$ cat src/verilog/rfs_pkg.sv
// Shared constants, types and register map of the regeneration supervisor.
package rfs_pkg;

  // ==========================================================================
  // Clock and timing
  localparam longint CLK_HZ        = 200_000_000;
  localparam longint FLT_CLR_S     = 10;
  localparam longint LAMP_TEST_S   = 3;
  localparam longint FAN_HOLD_MIN  = 10;
  localparam longint FLASH_HALF_MS = 250;
  localparam longint FLASH_GAP_MS  = 1000;

  localparam logic [39:0] FLT_CLR_CYC   = 40'(FLT_CLR_S * CLK_HZ);
  localparam logic [39:0] LAMP_TEST_CYC = 40'(LAMP_TEST_S * CLK_HZ);
  localparam logic [39:0] FAN_HOLD_CYC  = 40'(FAN_HOLD_MIN * 60 * CLK_HZ);
  localparam logic [39:0] FLASH_CYC     = 40'(FLASH_HALF_MS * CLK_HZ / 1000);
  localparam logic [39:0] GAP_CYC       = 40'(FLASH_GAP_MS * CLK_HZ / 1000);

  // ==========================================================================
  // Register map
  localparam logic [7:0]  CTRL_OFS      = 8'h00;
  localparam logic [7:0]  STAT_OFS      = 8'h04;
  localparam logic [31:0] CTRL_RST      = 32'h00000000;
  localparam int          CTRL_EN_MODE  = 0;
  localparam int          CTRL_DSAT_CLR = 1;
  localparam int          CTRL_PROC_CLR = 2;
  localparam int          STAT_FLT_LSB  = 0;
  localparam int          STAT_READY    = 4;
  localparam int          STAT_REGEN    = 5;
  localparam int          STAT_FAN      = 6;
  localparam int          STAT_RUN      = 7;
  localparam int          STAT_LAST_LSB = 8;
  localparam int          STAT_PROC_LSB = 12;

  // ==========================================================================
  // Fault positions and codes
  localparam int         FLT_PHASE  = 0;
  localparam int         FLT_TEMP   = 1;
  localparam int         FLT_OVOLT  = 2;
  localparam int         FLT_DSAT   = 3;
  localparam logic [2:0] CODE_NONE  = 3'h0;
  localparam logic [2:0] CODE_ONE   = 3'h1;
  localparam logic [2:0] CODE_THREE = 3'h3;

  // ==========================================================================
  // Types
  typedef enum logic [1:0] {
    ST_LAMP  = 2'h0,
    ST_PHASE = 2'h1,
    ST_RUN   = 2'h3
  } rfs_state_e;

  typedef struct packed {
    logic       acPresent;
    logic       thirdPhaseOk;
    logic       busAbovePeak;
    logic       busOverVolt;
    logic       overTemp;
    logic       switchDesat;
    logic       overCurrent;
    logic       recallIn;
    logic       threePhase;
    logic [3:0] procErr;
  } rfs_pins_s;

  typedef struct packed {
    logic greenLamp;
    logic redLamp;
    logic yellowLamp;
    logic fanOn;
    logic readyClosed;
    logic regenGate;
  } rfs_outs_s;

  localparam int PIN_W = $bits(rfs_pins_s);

endpackage : rfs_pkg

$ cat src/verilog/rfs_controller.sv
// Supervisor, fault latch, lamp coder and APB registers of the regen unit.
`timescale 1ns/10ps

// Contract
// - Fault flashes: phase1, temp2, volt3, desat4.
// - Any fault stops regeneration and shows code.
// - Faults auto clear except desat, manual.
// - Phase loss on feedback loss, clears 10s.
// - Overvoltage in operation, clears 10s after.
// - Overtemp fault follows over-limit indication.
// - Ready contact open on fault, closed ready.
// - Processor error: red steady, yellow flashes.
// - Recall while idle flashes last fault.
// - Enable variant: three toggles recall fault.
// - Fault records written to nonvolatile store.
// - Power-up: red, yellow, fan on 3s.
// - Lamps toggle once or thrice per phases.
// - Then lamps off, ready closes, start done.
// - Yellow lamp only while moving current; the code also lights it in lamp test, phase toggles and processor error.
// - Regen runs while bus above line peak.
// - Fan on during regen, 10 min hold.
// - Hot unit keeps fan running regardless.
// - Overcurrent folds back regeneration output.
// - Works on 50 or 60Hz, no setting.
// - Green lamp while AC supply present.
module rfs_controller #(
  parameter logic [39:0] FLT_CLR_CYCLES  = rfs_pkg::FLT_CLR_CYC,
  parameter logic [39:0] LAMP_CYCLES     = rfs_pkg::LAMP_TEST_CYC,
  parameter logic [39:0] FAN_HOLD_CYCLES = rfs_pkg::FAN_HOLD_CYC,
  parameter logic [39:0] FLASH_CYCLES    = rfs_pkg::FLASH_CYC,
  parameter logic [39:0] GAP_CYCLES      = rfs_pkg::GAP_CYC
) (
  // Clock and reset
  input  wire logic              sys_clk,
  input  wire logic              rst_b,
  // APB slave
  input  wire logic              psel,
  input  wire logic              penable,
  input  wire logic              pwrite,
  input  wire logic [7:0]        paddr,
  input  wire logic [31:0]       pwdata,
  output logic      [31:0]       prdata,
  output logic                   pready,
  output logic                   pslverr,
  // Field pins and sensors
  input  wire rfs_pkg::rfs_pins_s pinsIn,
  // Lamps, fan, contact and gate
  output rfs_pkg::rfs_outs_s     outs,
  // Nonvolatile fault record
  input  wire logic [2:0]        nvRdData,
  output logic                   nvWrEn,
  output logic      [2:0]        nvWrData
);

  // ==========================================================================
  // Code selection helper
  function automatic logic [2:0] rfs_next_code(input logic [3:0] flt,
                                               input logic [2:0] cur);
    logic [2:0] above;
    logic [2:0] lowest;
    above  = rfs_pkg::CODE_NONE;
    lowest = rfs_pkg::CODE_NONE;
    for (int i = 3; i >= 0; i--)
    begin
      if (flt[i])
      begin
        lowest = 3'(i + 1);
        if (3'(i + 1) > cur)
        begin
          above = 3'(i + 1);
        end
      end
    end
    return (above != rfs_pkg::CODE_NONE) ? above : lowest;
  endfunction : rfs_next_code

  // ==========================================================================
  // Pin synchronisers
  logic [rfs_pkg::PIN_W-1:0] pinRaw;
  logic [rfs_pkg::PIN_W-1:0] syncA_ff;
  logic [rfs_pkg::PIN_W-1:0] syncB_ff;
  rfs_pkg::rfs_pins_s        pinS;

  assign pinRaw = pinsIn;
  assign pinS   = rfs_pkg::rfs_pins_s'(syncB_ff);

  // The chain runs through reset so that it holds true pin levels when
  // reset lifts; a cleared chain would read as a lost phase at start-up.
  for (genvar g = 0; g < rfs_pkg::PIN_W; g++)
  begin : g_sync
    always_ff @(posedge sys_clk)
    begin
      syncA_ff[g] <= pinRaw[g];
      syncB_ff[g] <= syncA_ff[g];
    end
  end

  // ==========================================================================
  // APB register access
  logic        ctrlHit;
  logic        statHit;
  logic        wrAcc;
  logic        desatClr;
  logic        procClr;
  logic        enMode_ff;
  logic [31:0] statWord;
  logic [31:0] prdata_ff;

  assign ctrlHit  = paddr == rfs_pkg::CTRL_OFS;
  assign statHit  = paddr == rfs_pkg::STAT_OFS;
  assign wrAcc    = psel && penable && pwrite && ctrlHit;
  assign desatClr = wrAcc && pwdata[rfs_pkg::CTRL_DSAT_CLR];
  assign procClr  = wrAcc && pwdata[rfs_pkg::CTRL_PROC_CLR];
  assign pready   = 1'b1;
  assign pslverr  = psel && penable && !(ctrlHit || (statHit && !pwrite));
  assign prdata   = prdata_ff;

  always_ff @(posedge sys_clk)
  begin
    if (!rst_b)
    begin
      enMode_ff <= rfs_pkg::CTRL_RST[rfs_pkg::CTRL_EN_MODE];
      prdata_ff <= 32'h00000000;
    end
    else
    begin
      if (wrAcc)
      begin
        enMode_ff <= pwdata[rfs_pkg::CTRL_EN_MODE];
      end
      if (psel && !penable && !pwrite)
      begin
        prdata_ff <= ctrlHit ? {31'h00000000, enMode_ff} :
                     statHit ? statWord : 32'h00000000;
      end
    end
  end

  // ==========================================================================
  // Start-up sequence
  rfs_pkg::rfs_state_e state_ff;
  rfs_pkg::rfs_state_e nxtState;
  logic [39:0]         stTmr_ff;
  logic                gapStart;
  logic                gapEnd;
  logic [2:0]          code_ff;

  always_comb
  begin
    nxtState = state_ff;
    case (state_ff)
      rfs_pkg::ST_LAMP:
        if (stTmr_ff == LAMP_CYCLES - 40'h1)
        begin
          nxtState = rfs_pkg::ST_PHASE;
        end
      rfs_pkg::ST_PHASE:
        if (gapStart && code_ff != rfs_pkg::CODE_NONE)
        begin
          nxtState = rfs_pkg::ST_RUN;
        end
      rfs_pkg::ST_RUN:
        nxtState = rfs_pkg::ST_RUN;
      default:
        nxtState = rfs_pkg::ST_LAMP;
    endcase
  end

  always_ff @(posedge sys_clk)
  begin
    if (!rst_b)
    begin
      state_ff <= rfs_pkg::ST_LAMP;
      stTmr_ff <= 40'h0;
    end
    else
    begin
      state_ff <= nxtState;
      stTmr_ff <= (state_ff == rfs_pkg::ST_LAMP) ? stTmr_ff + 40'h1 : 40'h0;
    end
  end

  // ==========================================================================
  // Fault detection and latching
  logic        running;
  logic [1:0]  tCond;
  logic [1:0]  tFlt_ff;
  logic [39:0] tCnt_ff [2];
  logic        tempFlt_ff;
  logic        desat_ff;
  logic [3:0]  procLat_ff;
  logic [3:0]  fltVec;
  logic        fltAny;
  logic        procAny;

  assign running = state_ff == rfs_pkg::ST_RUN;
  assign tCond   = {pinS.busOverVolt && running, !pinS.thirdPhaseOk};
  assign fltVec  = {desat_ff, tFlt_ff[1], tempFlt_ff, tFlt_ff[0]};
  assign fltAny  = |fltVec;
  assign procAny = |procLat_ff;

  for (genvar k = 0; k < 2; k++)
  begin : g_timed
    always_ff @(posedge sys_clk)
    begin
      if (!rst_b)
      begin
        tFlt_ff[k] <= 1'b0;
        tCnt_ff[k] <= 40'h0;
      end
      else if (tCond[k])
      begin
        tFlt_ff[k] <= 1'b1;
        tCnt_ff[k] <= FLT_CLR_CYCLES;
      end
      else if (tFlt_ff[k] && tCnt_ff[k] > 40'h1)
      begin
        tCnt_ff[k] <= tCnt_ff[k] - 40'h1;
      end
      else
      begin
        tFlt_ff[k] <= 1'b0;
        tCnt_ff[k] <= 40'h0;
      end
    end
  end

  always_ff @(posedge sys_clk)
  begin
    if (!rst_b)
    begin
      tempFlt_ff <= 1'b0;
      desat_ff   <= 1'b0;
      procLat_ff <= 4'h0;
    end
    else
    begin
      tempFlt_ff <= pinS.overTemp;
      desat_ff   <= pinS.switchDesat || (desat_ff && !desatClr);
      procLat_ff <= pinS.procErr | (procLat_ff & ~{4{procClr}});
    end
  end

  // ==========================================================================
  // Regeneration gate and fan
  logic        regenReq;
  logic        regenGate;
  logic        runEnable;
  logic [39:0] fanCnt_ff;

  assign runEnable = !enMode_ff || pinS.recallIn;
  assign regenReq  = running && pinS.busAbovePeak && !fltAny && !procAny &&
                     runEnable;
  assign regenGate = regenReq && !pinS.overCurrent;

  always_ff @(posedge sys_clk)
  begin
    if (!rst_b)
    begin
      fanCnt_ff <= 40'h0;
    end
    else if (regenReq)
    begin
      fanCnt_ff <= FAN_HOLD_CYCLES;
    end
    else if (fanCnt_ff != 40'h0)
    begin
      fanCnt_ff <= fanCnt_ff - 40'h1;
    end
  end

  // ==========================================================================
  // Fault recall and nonvolatile record
  logic       idle;
  logic       recallPrev_ff;
  logic       recallRise;
  logic [1:0] togCnt_ff;
  logic       recallPend_ff;
  logic       recallHit;
  logic       recallDone;
  logic       loaded_ff;
  logic [3:0] fltPrev_ff;
  logic [3:0] newFlt;
  logic [2:0] lastFault_ff;
  logic       nvWr_ff;

  assign idle       = running && !regenReq && !fltAny && !procAny;
  assign recallRise = pinS.recallIn && !recallPrev_ff;
  assign recallHit  = idle && recallRise &&
                      (!enMode_ff || togCnt_ff == 2'h2);
  assign recallDone = gapStart && running && !fltAny && !procAny &&
                      (code_ff != rfs_pkg::CODE_NONE ||
                       lastFault_ff == rfs_pkg::CODE_NONE);
  assign newFlt     = fltVec & ~fltPrev_ff;

  always_ff @(posedge sys_clk)
  begin
    if (!rst_b)
    begin
      recallPrev_ff <= 1'b0;
      togCnt_ff     <= 2'h0;
      recallPend_ff <= 1'b0;
      loaded_ff     <= 1'b0;
      fltPrev_ff    <= 4'h0;
      lastFault_ff  <= rfs_pkg::CODE_NONE;
      nvWr_ff       <= 1'b0;
    end
    else
    begin
      recallPrev_ff <= pinS.recallIn;
      if (recallHit || regenReq)
      begin
        togCnt_ff <= 2'h0;
      end
      else if (idle && recallRise)
      begin
        togCnt_ff <= togCnt_ff + 2'h1;
      end
      recallPend_ff <= recallHit || (recallPend_ff && !recallDone);
      loaded_ff     <= 1'b1;
      fltPrev_ff    <= fltVec;
      nvWr_ff       <= newFlt != 4'h0;
      if (newFlt != 4'h0)
      begin
        lastFault_ff <= rfs_next_code(newFlt, rfs_pkg::CODE_NONE);
      end
      else if (!loaded_ff)
      begin
        lastFault_ff <= nvRdData;
      end
    end
  end

  assign nvWrEn   = nvWr_ff;
  assign nvWrData = lastFault_ff;

  // ==========================================================================
  // Flash code engine
  logic [39:0] tmr_ff;
  logic [3:0]  idx_ff;
  logic        gap_ff;
  logic        flashOn_ff;
  logic [3:0]  lastIdx;
  logic        moreHalf;
  logic        tmrZero;
  logic [2:0]  nxtCode;
  logic [2:0]  phaseCode;

  assign lastIdx   = {code_ff, 1'b0} - 4'h1;
  assign moreHalf  = code_ff != rfs_pkg::CODE_NONE && idx_ff < lastIdx;
  assign tmrZero   = tmr_ff == 40'h0;
  assign gapStart  = tmrZero && !gap_ff && !moreHalf;
  assign gapEnd    = tmrZero && gap_ff;
  assign phaseCode = pinS.threePhase ? rfs_pkg::CODE_THREE :
                     rfs_pkg::CODE_ONE;
  assign nxtCode   = !running ? phaseCode :
                     procAny ? rfs_next_code(procLat_ff,
                                             rfs_pkg::CODE_NONE) :
                     fltAny ? rfs_next_code(fltVec, code_ff) :
                     recallPend_ff ? lastFault_ff : rfs_pkg::CODE_NONE;

  always_ff @(posedge sys_clk)
  begin
    if (!rst_b || state_ff == rfs_pkg::ST_LAMP)
    begin
      tmr_ff     <= 40'h0;
      idx_ff     <= 4'h0;
      gap_ff     <= 1'b1;
      code_ff    <= rfs_pkg::CODE_NONE;
      flashOn_ff <= 1'b0;
    end
    else if (!tmrZero)
    begin
      tmr_ff <= tmr_ff - 40'h1;
    end
    else if (gapEnd)
    begin
      gap_ff     <= 1'b0;
      code_ff    <= nxtCode;
      idx_ff     <= 4'h0;
      flashOn_ff <= nxtCode != rfs_pkg::CODE_NONE;
      tmr_ff     <= FLASH_CYCLES - 40'h1;
    end
    else if (moreHalf)
    begin
      idx_ff     <= idx_ff + 4'h1;
      flashOn_ff <= !flashOn_ff;
      tmr_ff     <= FLASH_CYCLES - 40'h1;
    end
    else
    begin
      gap_ff     <= 1'b1;
      flashOn_ff <= 1'b0;
      tmr_ff     <= GAP_CYCLES - 40'h1;
    end
  end

  // ==========================================================================
  // Output registers
  rfs_pkg::rfs_outs_s outs_ff;
  rfs_pkg::rfs_outs_s nxtOuts;

  always_comb
  begin
    nxtOuts           = '0;
    nxtOuts.greenLamp = pinS.acPresent;
    nxtOuts.regenGate = regenGate;
    case (state_ff)
      rfs_pkg::ST_LAMP:
      begin
        nxtOuts.redLamp    = 1'b1;
        nxtOuts.yellowLamp = 1'b1;
        nxtOuts.fanOn      = 1'b1;
      end
      rfs_pkg::ST_PHASE:
      begin
        nxtOuts.redLamp    = !flashOn_ff;
        nxtOuts.yellowLamp = !flashOn_ff;
        nxtOuts.fanOn      = pinS.overTemp;
      end
      rfs_pkg::ST_RUN:
      begin
        nxtOuts.redLamp     = procAny || flashOn_ff;
        nxtOuts.yellowLamp  = procAny ? flashOn_ff : regenGate;
        nxtOuts.fanOn       = regenReq || fanCnt_ff != 40'h0 ||
                              pinS.overTemp;
        nxtOuts.readyClosed = !fltAny && !procAny;
      end
      default:
        nxtOuts.redLamp = 1'b1;
    endcase
  end

  always_ff @(posedge sys_clk)
  begin
    if (!rst_b)
    begin
      outs_ff <= '0;
    end
    else
    begin
      outs_ff <= nxtOuts;
    end
  end

  assign outs = outs_ff;

  always_comb
  begin
    statWord = 32'h00000000;
    statWord[rfs_pkg::STAT_FLT_LSB +: 4]  = fltVec;
    statWord[rfs_pkg::STAT_READY]         = outs_ff.readyClosed;
    statWord[rfs_pkg::STAT_REGEN]         = outs_ff.regenGate;
    statWord[rfs_pkg::STAT_FAN]           = outs_ff.fanOn;
    statWord[rfs_pkg::STAT_RUN]           = running;
    statWord[rfs_pkg::STAT_LAST_LSB +: 3] = lastFault_ff;
    statWord[rfs_pkg::STAT_PROC_LSB +: 4] = procLat_ff;
  end
endmodule : rfs_controller

$ cat config.mk
export PLATFORM = sky130hd
export DESIGN_NAME = rfs_controller
export DESIGN_NICKNAME = d
export VERILOG_FILES = /design/src/verilog/rfs_pkg.sv /design/src/verilog/rfs_controller.sv
export SDC_FILE = /design/constraint.sdc
export NUM_CORES = 1
export LEC_CHECK = 0
export BUFFER_PORTS_ARGS = -buffer_cell sky130_fd_sc_hd__buf_2
export CAP_MARGIN = 10
export CORE_UTILIZATION = 35
export DETAILED_ROUTE_END_ITERATION = 10
export PLACE_DENSITY = 0.61
export SLEW_MARGIN = 20
export SYNTH_ARGS = -nofsm -noshare
export SYNTH_HDL_FRONTEND = slang
export SYNTH_SLANG_ARGS = --single-unit
$ cat constraint.sdc
create_clock -name sys_clk -period 6.7 [get_ports sys_clk]
set_input_delay 1.34 -clock sys_clk [delete_from_list [all_inputs] [get_ports sys_clk]]
set_output_delay 1.34 -clock sys_clk [all_outputs]
set_load 0.005 [all_outputs]
### Yosys cells after proc, flatten, opt, wreduce, memory -nomap -nowiden

Memory sizes are Yosys's and may differ from the RTL's.
Index checks and enable logic that the tools add are counted.
Widths: inputs -> output; s select.

* latch bits: 0
* memories kept: 1
* logic and storage cells: 261
* output and inout port bits: 44
* ROM bits: 0
* bits in writable memories: 80
* flip-flop bits (word level): 217

* shift-type cells: 0
* add/sub/neg operators: 8
* bitwise gates (word level): 12
* eq/ne operators: 11
* div/mod/pow operators: 0
* reduce and logical (&&, ||, !) cells: 83
* magnitude comparators: 7
* $mul: 0
* muxes and demuxes: 84

Memories
* tCnt_ff: depth 2, bits a word 40, read ports 2, clocked after Yosys merged registers in 0, wr ports 2, line rfs_controller.sv:188 `logic [39:0] tCnt_ff [2];`

Operators by type and width (number)
* $mux 40: 7
* $sub 40x1->40 const B: 4
* $mux 3: 30
* $gt 40x1->1 const B: 2
* $mux 37: 2
* $mux 28: 2
* $add 40x1->40 const B: 1
* $eq 40x30->1 const B: 1
* $logic_not 40->1: 1
* $reduce_bool 40->1: 1
* $logic_and 1x1->1: 35
* $mux 1: 33
* $mux 16: 2
* $logic_not 1->1: 15
* $pmux 2 s3: 2
* $reduce_and 2->1: 6
* $reduce_bool 3->1: 4
* $logic_or 1x1->1: 11
* $ne 2x2->1 const B: 5
* $and 4x4->4: 2
* $eq 8x3->1 const B: 1
* $logic_not 8->1: 1
* $mux 4: 2
* $not 4->4: 2
* other kinds (21): 33

### Depth between registers and ports, before layout

* depth in word-level cells: 16
* gate-level depth with buffers: 9
* gate-level depth less buffers: 8

### Worst setup path before layout

Ideal clock, no wire load.

* path kind: in2out
* from: in paddr[5]
* to: out pslverr
* cell stages on the path: 3
* buffers on the path: 0
* required time: 5.360 ns
* arrival time: 2.294 ns
* path slack: 3.066 ns
* cell sequence: or4_1 -> nor4_1 -> a21oi_1

* cells in the longest elaborated chain, start to end: 5
* elaborated cells between the ends (all ways): 6

RTL lines
* start, declared: line rfs_controller.sv:40 `input wire logic [7:0] paddr,`
* $eq 8x3->1: line rfs_controller.sv:110 `assign statHit = paddr == rfs_pkg::STAT_OFS;`
* $logic_and 1x1->1: line rfs_controller.sv:115 `assign pslverr = psel && penable && !(ctrlHit || (statHit && !pwrite));`
* $logic_or 1x1->1 *: line rfs_controller.sv:115
* $logic_not 1->1 *: line rfs_controller.sv:115
* $logic_and 1x1->1 *: line rfs_controller.sv:115
* end, declared: line rfs_controller.sv:44 `output logic pslverr,`

Mark *: on every way between the ends. The rest lies on a longest branch, timed or not.

### Worst setup path after layout

Ends and elaborated chain as after synthesis.

==> flow_summary.json <==
{
  "critPathKind": "primary input to output port",
  "critical_path.startpoint_type": "primary input",
  "vias": 9667,
  "place_congestion": 0.778,
  "worst_slack_ns": 2.58,
  "worstPathRequired_ns": 5.36,
  "yosysUniqueCellTypes": 70,
  "fin_util_pct": 41.4,
  "post-place-ws_ns": 2.59,
  "hold_path_class": "flip-flop to flip-flop",
  "cts_inserted_buffers": 30,
  "drt-pass1-iter-count": 8,
  "area_growth_pct": 15.6,
  "yosys.area_share.adder_pct": 1.47,
  "drc": 0,
  "overflow": 0,
  "grt_setup_unrepaired": "no",
  "portBuffers": 57,
  "cp-end-kind": "output port",
  "yosysWarnings": 0,
  "synth-compound-area-share_pct": 8.62,
  "setup_tns_ns": 0,
  "synthMuxAreaShare_pct": 0.479,
  "synth_top_family_by_area": "simple AND/OR/NAND/NOR gates",
  "cts_sinks": 280,
  "finalCritPeriodShare_pct": 61.5,
  "synth_top_cell_by_area": "dfxtp_1",
  "synth_top_area_share_pct": 31.3,
  "clock_latency_ns": 0.55,
  "htreeDepth": 1,
  "gr-usage-all-layers_pct": 14.1,
  "synth-edff-count": 80,
  "finalNetCount": 1553,
  "antenna_found_initial": 0,
  "routed_wl_um": 26400,
  "yosys.area_share.simple_pct": 24.3,
  "post_synth_xor_area_fraction_pct": 11.5,
  "finalMaxSlewViolations": 0,
  "ctsResizeCount": 0,
  "synth_cells": 1355,
  "skew_ns": 0.0145,
  "mostFrequentLayoutCell": "nor2_1",
  "post-route-min-period_ns": 4.12,
  "yosysSeqAreaShare_pct": 50.1,
  "status": "finished clean",
  "initial_core_util_pct": 35.8,
  "power_density_nw_per_um2": 314,
  "most-common-layout-cells": "nor2_1, dfxtp_1, xnor2_1",
  "worstPathMaxFanout": 4,
  "arrival_ns": 2.78,
  "ant_nets": 0,
  "cts_buffer_depth": 3,
  "grt_max_degree": 45,
  "fmax_mhz": 243,
  "holdBufCountCts": 0,
  "wl_per_cell_um": 13.4,
  "fillers": 3512,
  "ys_top_cells_by_area": "dfxtp_1, edfxtp_1, xnor2_1",
  "drt_iter0_drc": 535,
  "ir_drop_mv": 0.224,
  "dieArea_um2": 37300,
  "drive_gt1_share_pct": 9.60,
  "clk_pin_slew_ns": 0.06,
  "slew_headroom_pct": 34.0,
  "diodes": 0,
  "setup_violations": 0,
  "postCtsSetupBuffers": 0,
  "yosys_most_used_dff": "dfxtp_1",
  "tightest_slew_ns": 0.987,
  "clockRootBuffer": "clkbuf_16",
  "rows": 69,
  "grt_pass1_wl_um": 44800,
  "dp_hpwl_um": 18100,
  "first_global_vias": 9197,
  "cap_violations": 0,
  "total_leakage_power_nw": 5.71,
  "synth_area_um2": 12800,
  "routed_via_density": 4.93,
  "core_area_um2": 35700,
  "tritoncts": "yes",
  "die_h_um": 193,
  "async_flop_share_pct": 0,
  "hold_violations": 0,
  "die_x_um": 193,
  "ys_ff_latch": 280,
  "syn_area_per_cell_um2": 9.44,
  "ioPinCount": 105
}
sequential cells by signal (all words and copies together), names as in the netlist, 2 cells and up:
register,flops
tCnt_ff,80
fanCnt_ff,40
stTmr_ff,40
tmr_ff,40
prdata,15
syncA_ff,13
pinS,12
outs,6
fltPrev_ff,4
idx_ff,4
procLat_ff,4
code_ff,3
nvWrData,3
fltVec,2
state_ff,2
togCnt_ff,2
cells by family (layout without fill, tap and decap cells):
| family | after synthesis | count (layout) |
|---|---|---|
| simple gates | 606 | 606 |
| flops | 280 | 280 |
| compound gates | 182 | 182 |
| xor+xnor | 168 | 168 |
| buf+inv | 96 | 145 |
| fa+ha+maj | 15 | 15 |
| mux | 6 | 6 |
| other cells | 2 | 98 |
routing by layer:
layer	track usage [%]	part of all wire (%)	up-vias	routed length, µm
li1	-	-	4927	-
met1	19.6	50	4588	13300
met2	23.0	45	112	11800
met3	2.02	3.1	40	819
met4	3.11	1.6	0	426
met5	0	0	-	0
power breakdown:
group          switching, mW  internal (mW)  total (mW)
logic                  0.598          0.367       0.965
clock network          0.680           1.02        1.70
registers              0.111           1.87        1.98
synthesized netlist by cell type, drive strengths merged (7+ instances only):
cell type / count
xnor2: 100
and2: 13
a211oi: 9
nand4: 17
or4: 30
nor4: 39
nand3b: 12
nand2: 75
nor2: 216
xor2: 68
o21ai: 31
dfxtp: 200
nor3: 59
or3: 23
and3: 19
inv: 25
or2: 9
nand4b: 13
a31oi: 8
nor2b: 7
edfxtp: 80
nand3: 47
clkbuf: 41
a22oi: 18
ha: 15
a21oi: 82
buf: 30
nand2b: 11
layout make-up:
cell class | instances | area, µm² | area share (%)
flip-flops and latches | 280 | 6410 | 43.3
inverters | 25 | 93.8 | 0.635
well taps | 461 | 577 | 3.90
repair buffers | 65 | 345 | 2.34
multi-input cells | 1075 | 6330 | 42.8
clock buffers | 44 | 947 | 6.40
clock inverters | 11 | 90.1 | 0.609
critical path, cell delays in order:
cell	delay (ns)
buf_2	0.09
or4_1	0.63
nor4_1	0.44
a21oi_1	0.12
buf_2	0.15
worst paths after layout:
path | start | to | slack (ns) | cells after the start
hold reg to reg | syncA_ff[5] | pinS[5] | 0.32 | 0
hold / removal | syncA_ff[5] | pinS[5] | 0.32 | 0
setup reg to reg | tmr_ff[2] | recallPend_ff | 2.95 | 6
setup / recovery | paddr[5] | pslverr | 2.58 | 5
per-stage QoR:
step                total power [mW]  cells  instance area [µm²]  hold slack, ns
floorplan                       2.78   1451                13200           0.310
detailed placement              2.97   1906                13700           0.314
global route                    4.90   1961                14800           0.329
finish                          4.64   1961                14800           0.321
CTS                             4.69   1961                14800           0.329
global placement                2.96   1906                13700           0.313
No activity file was read; power rests on OpenSTA's default activity.
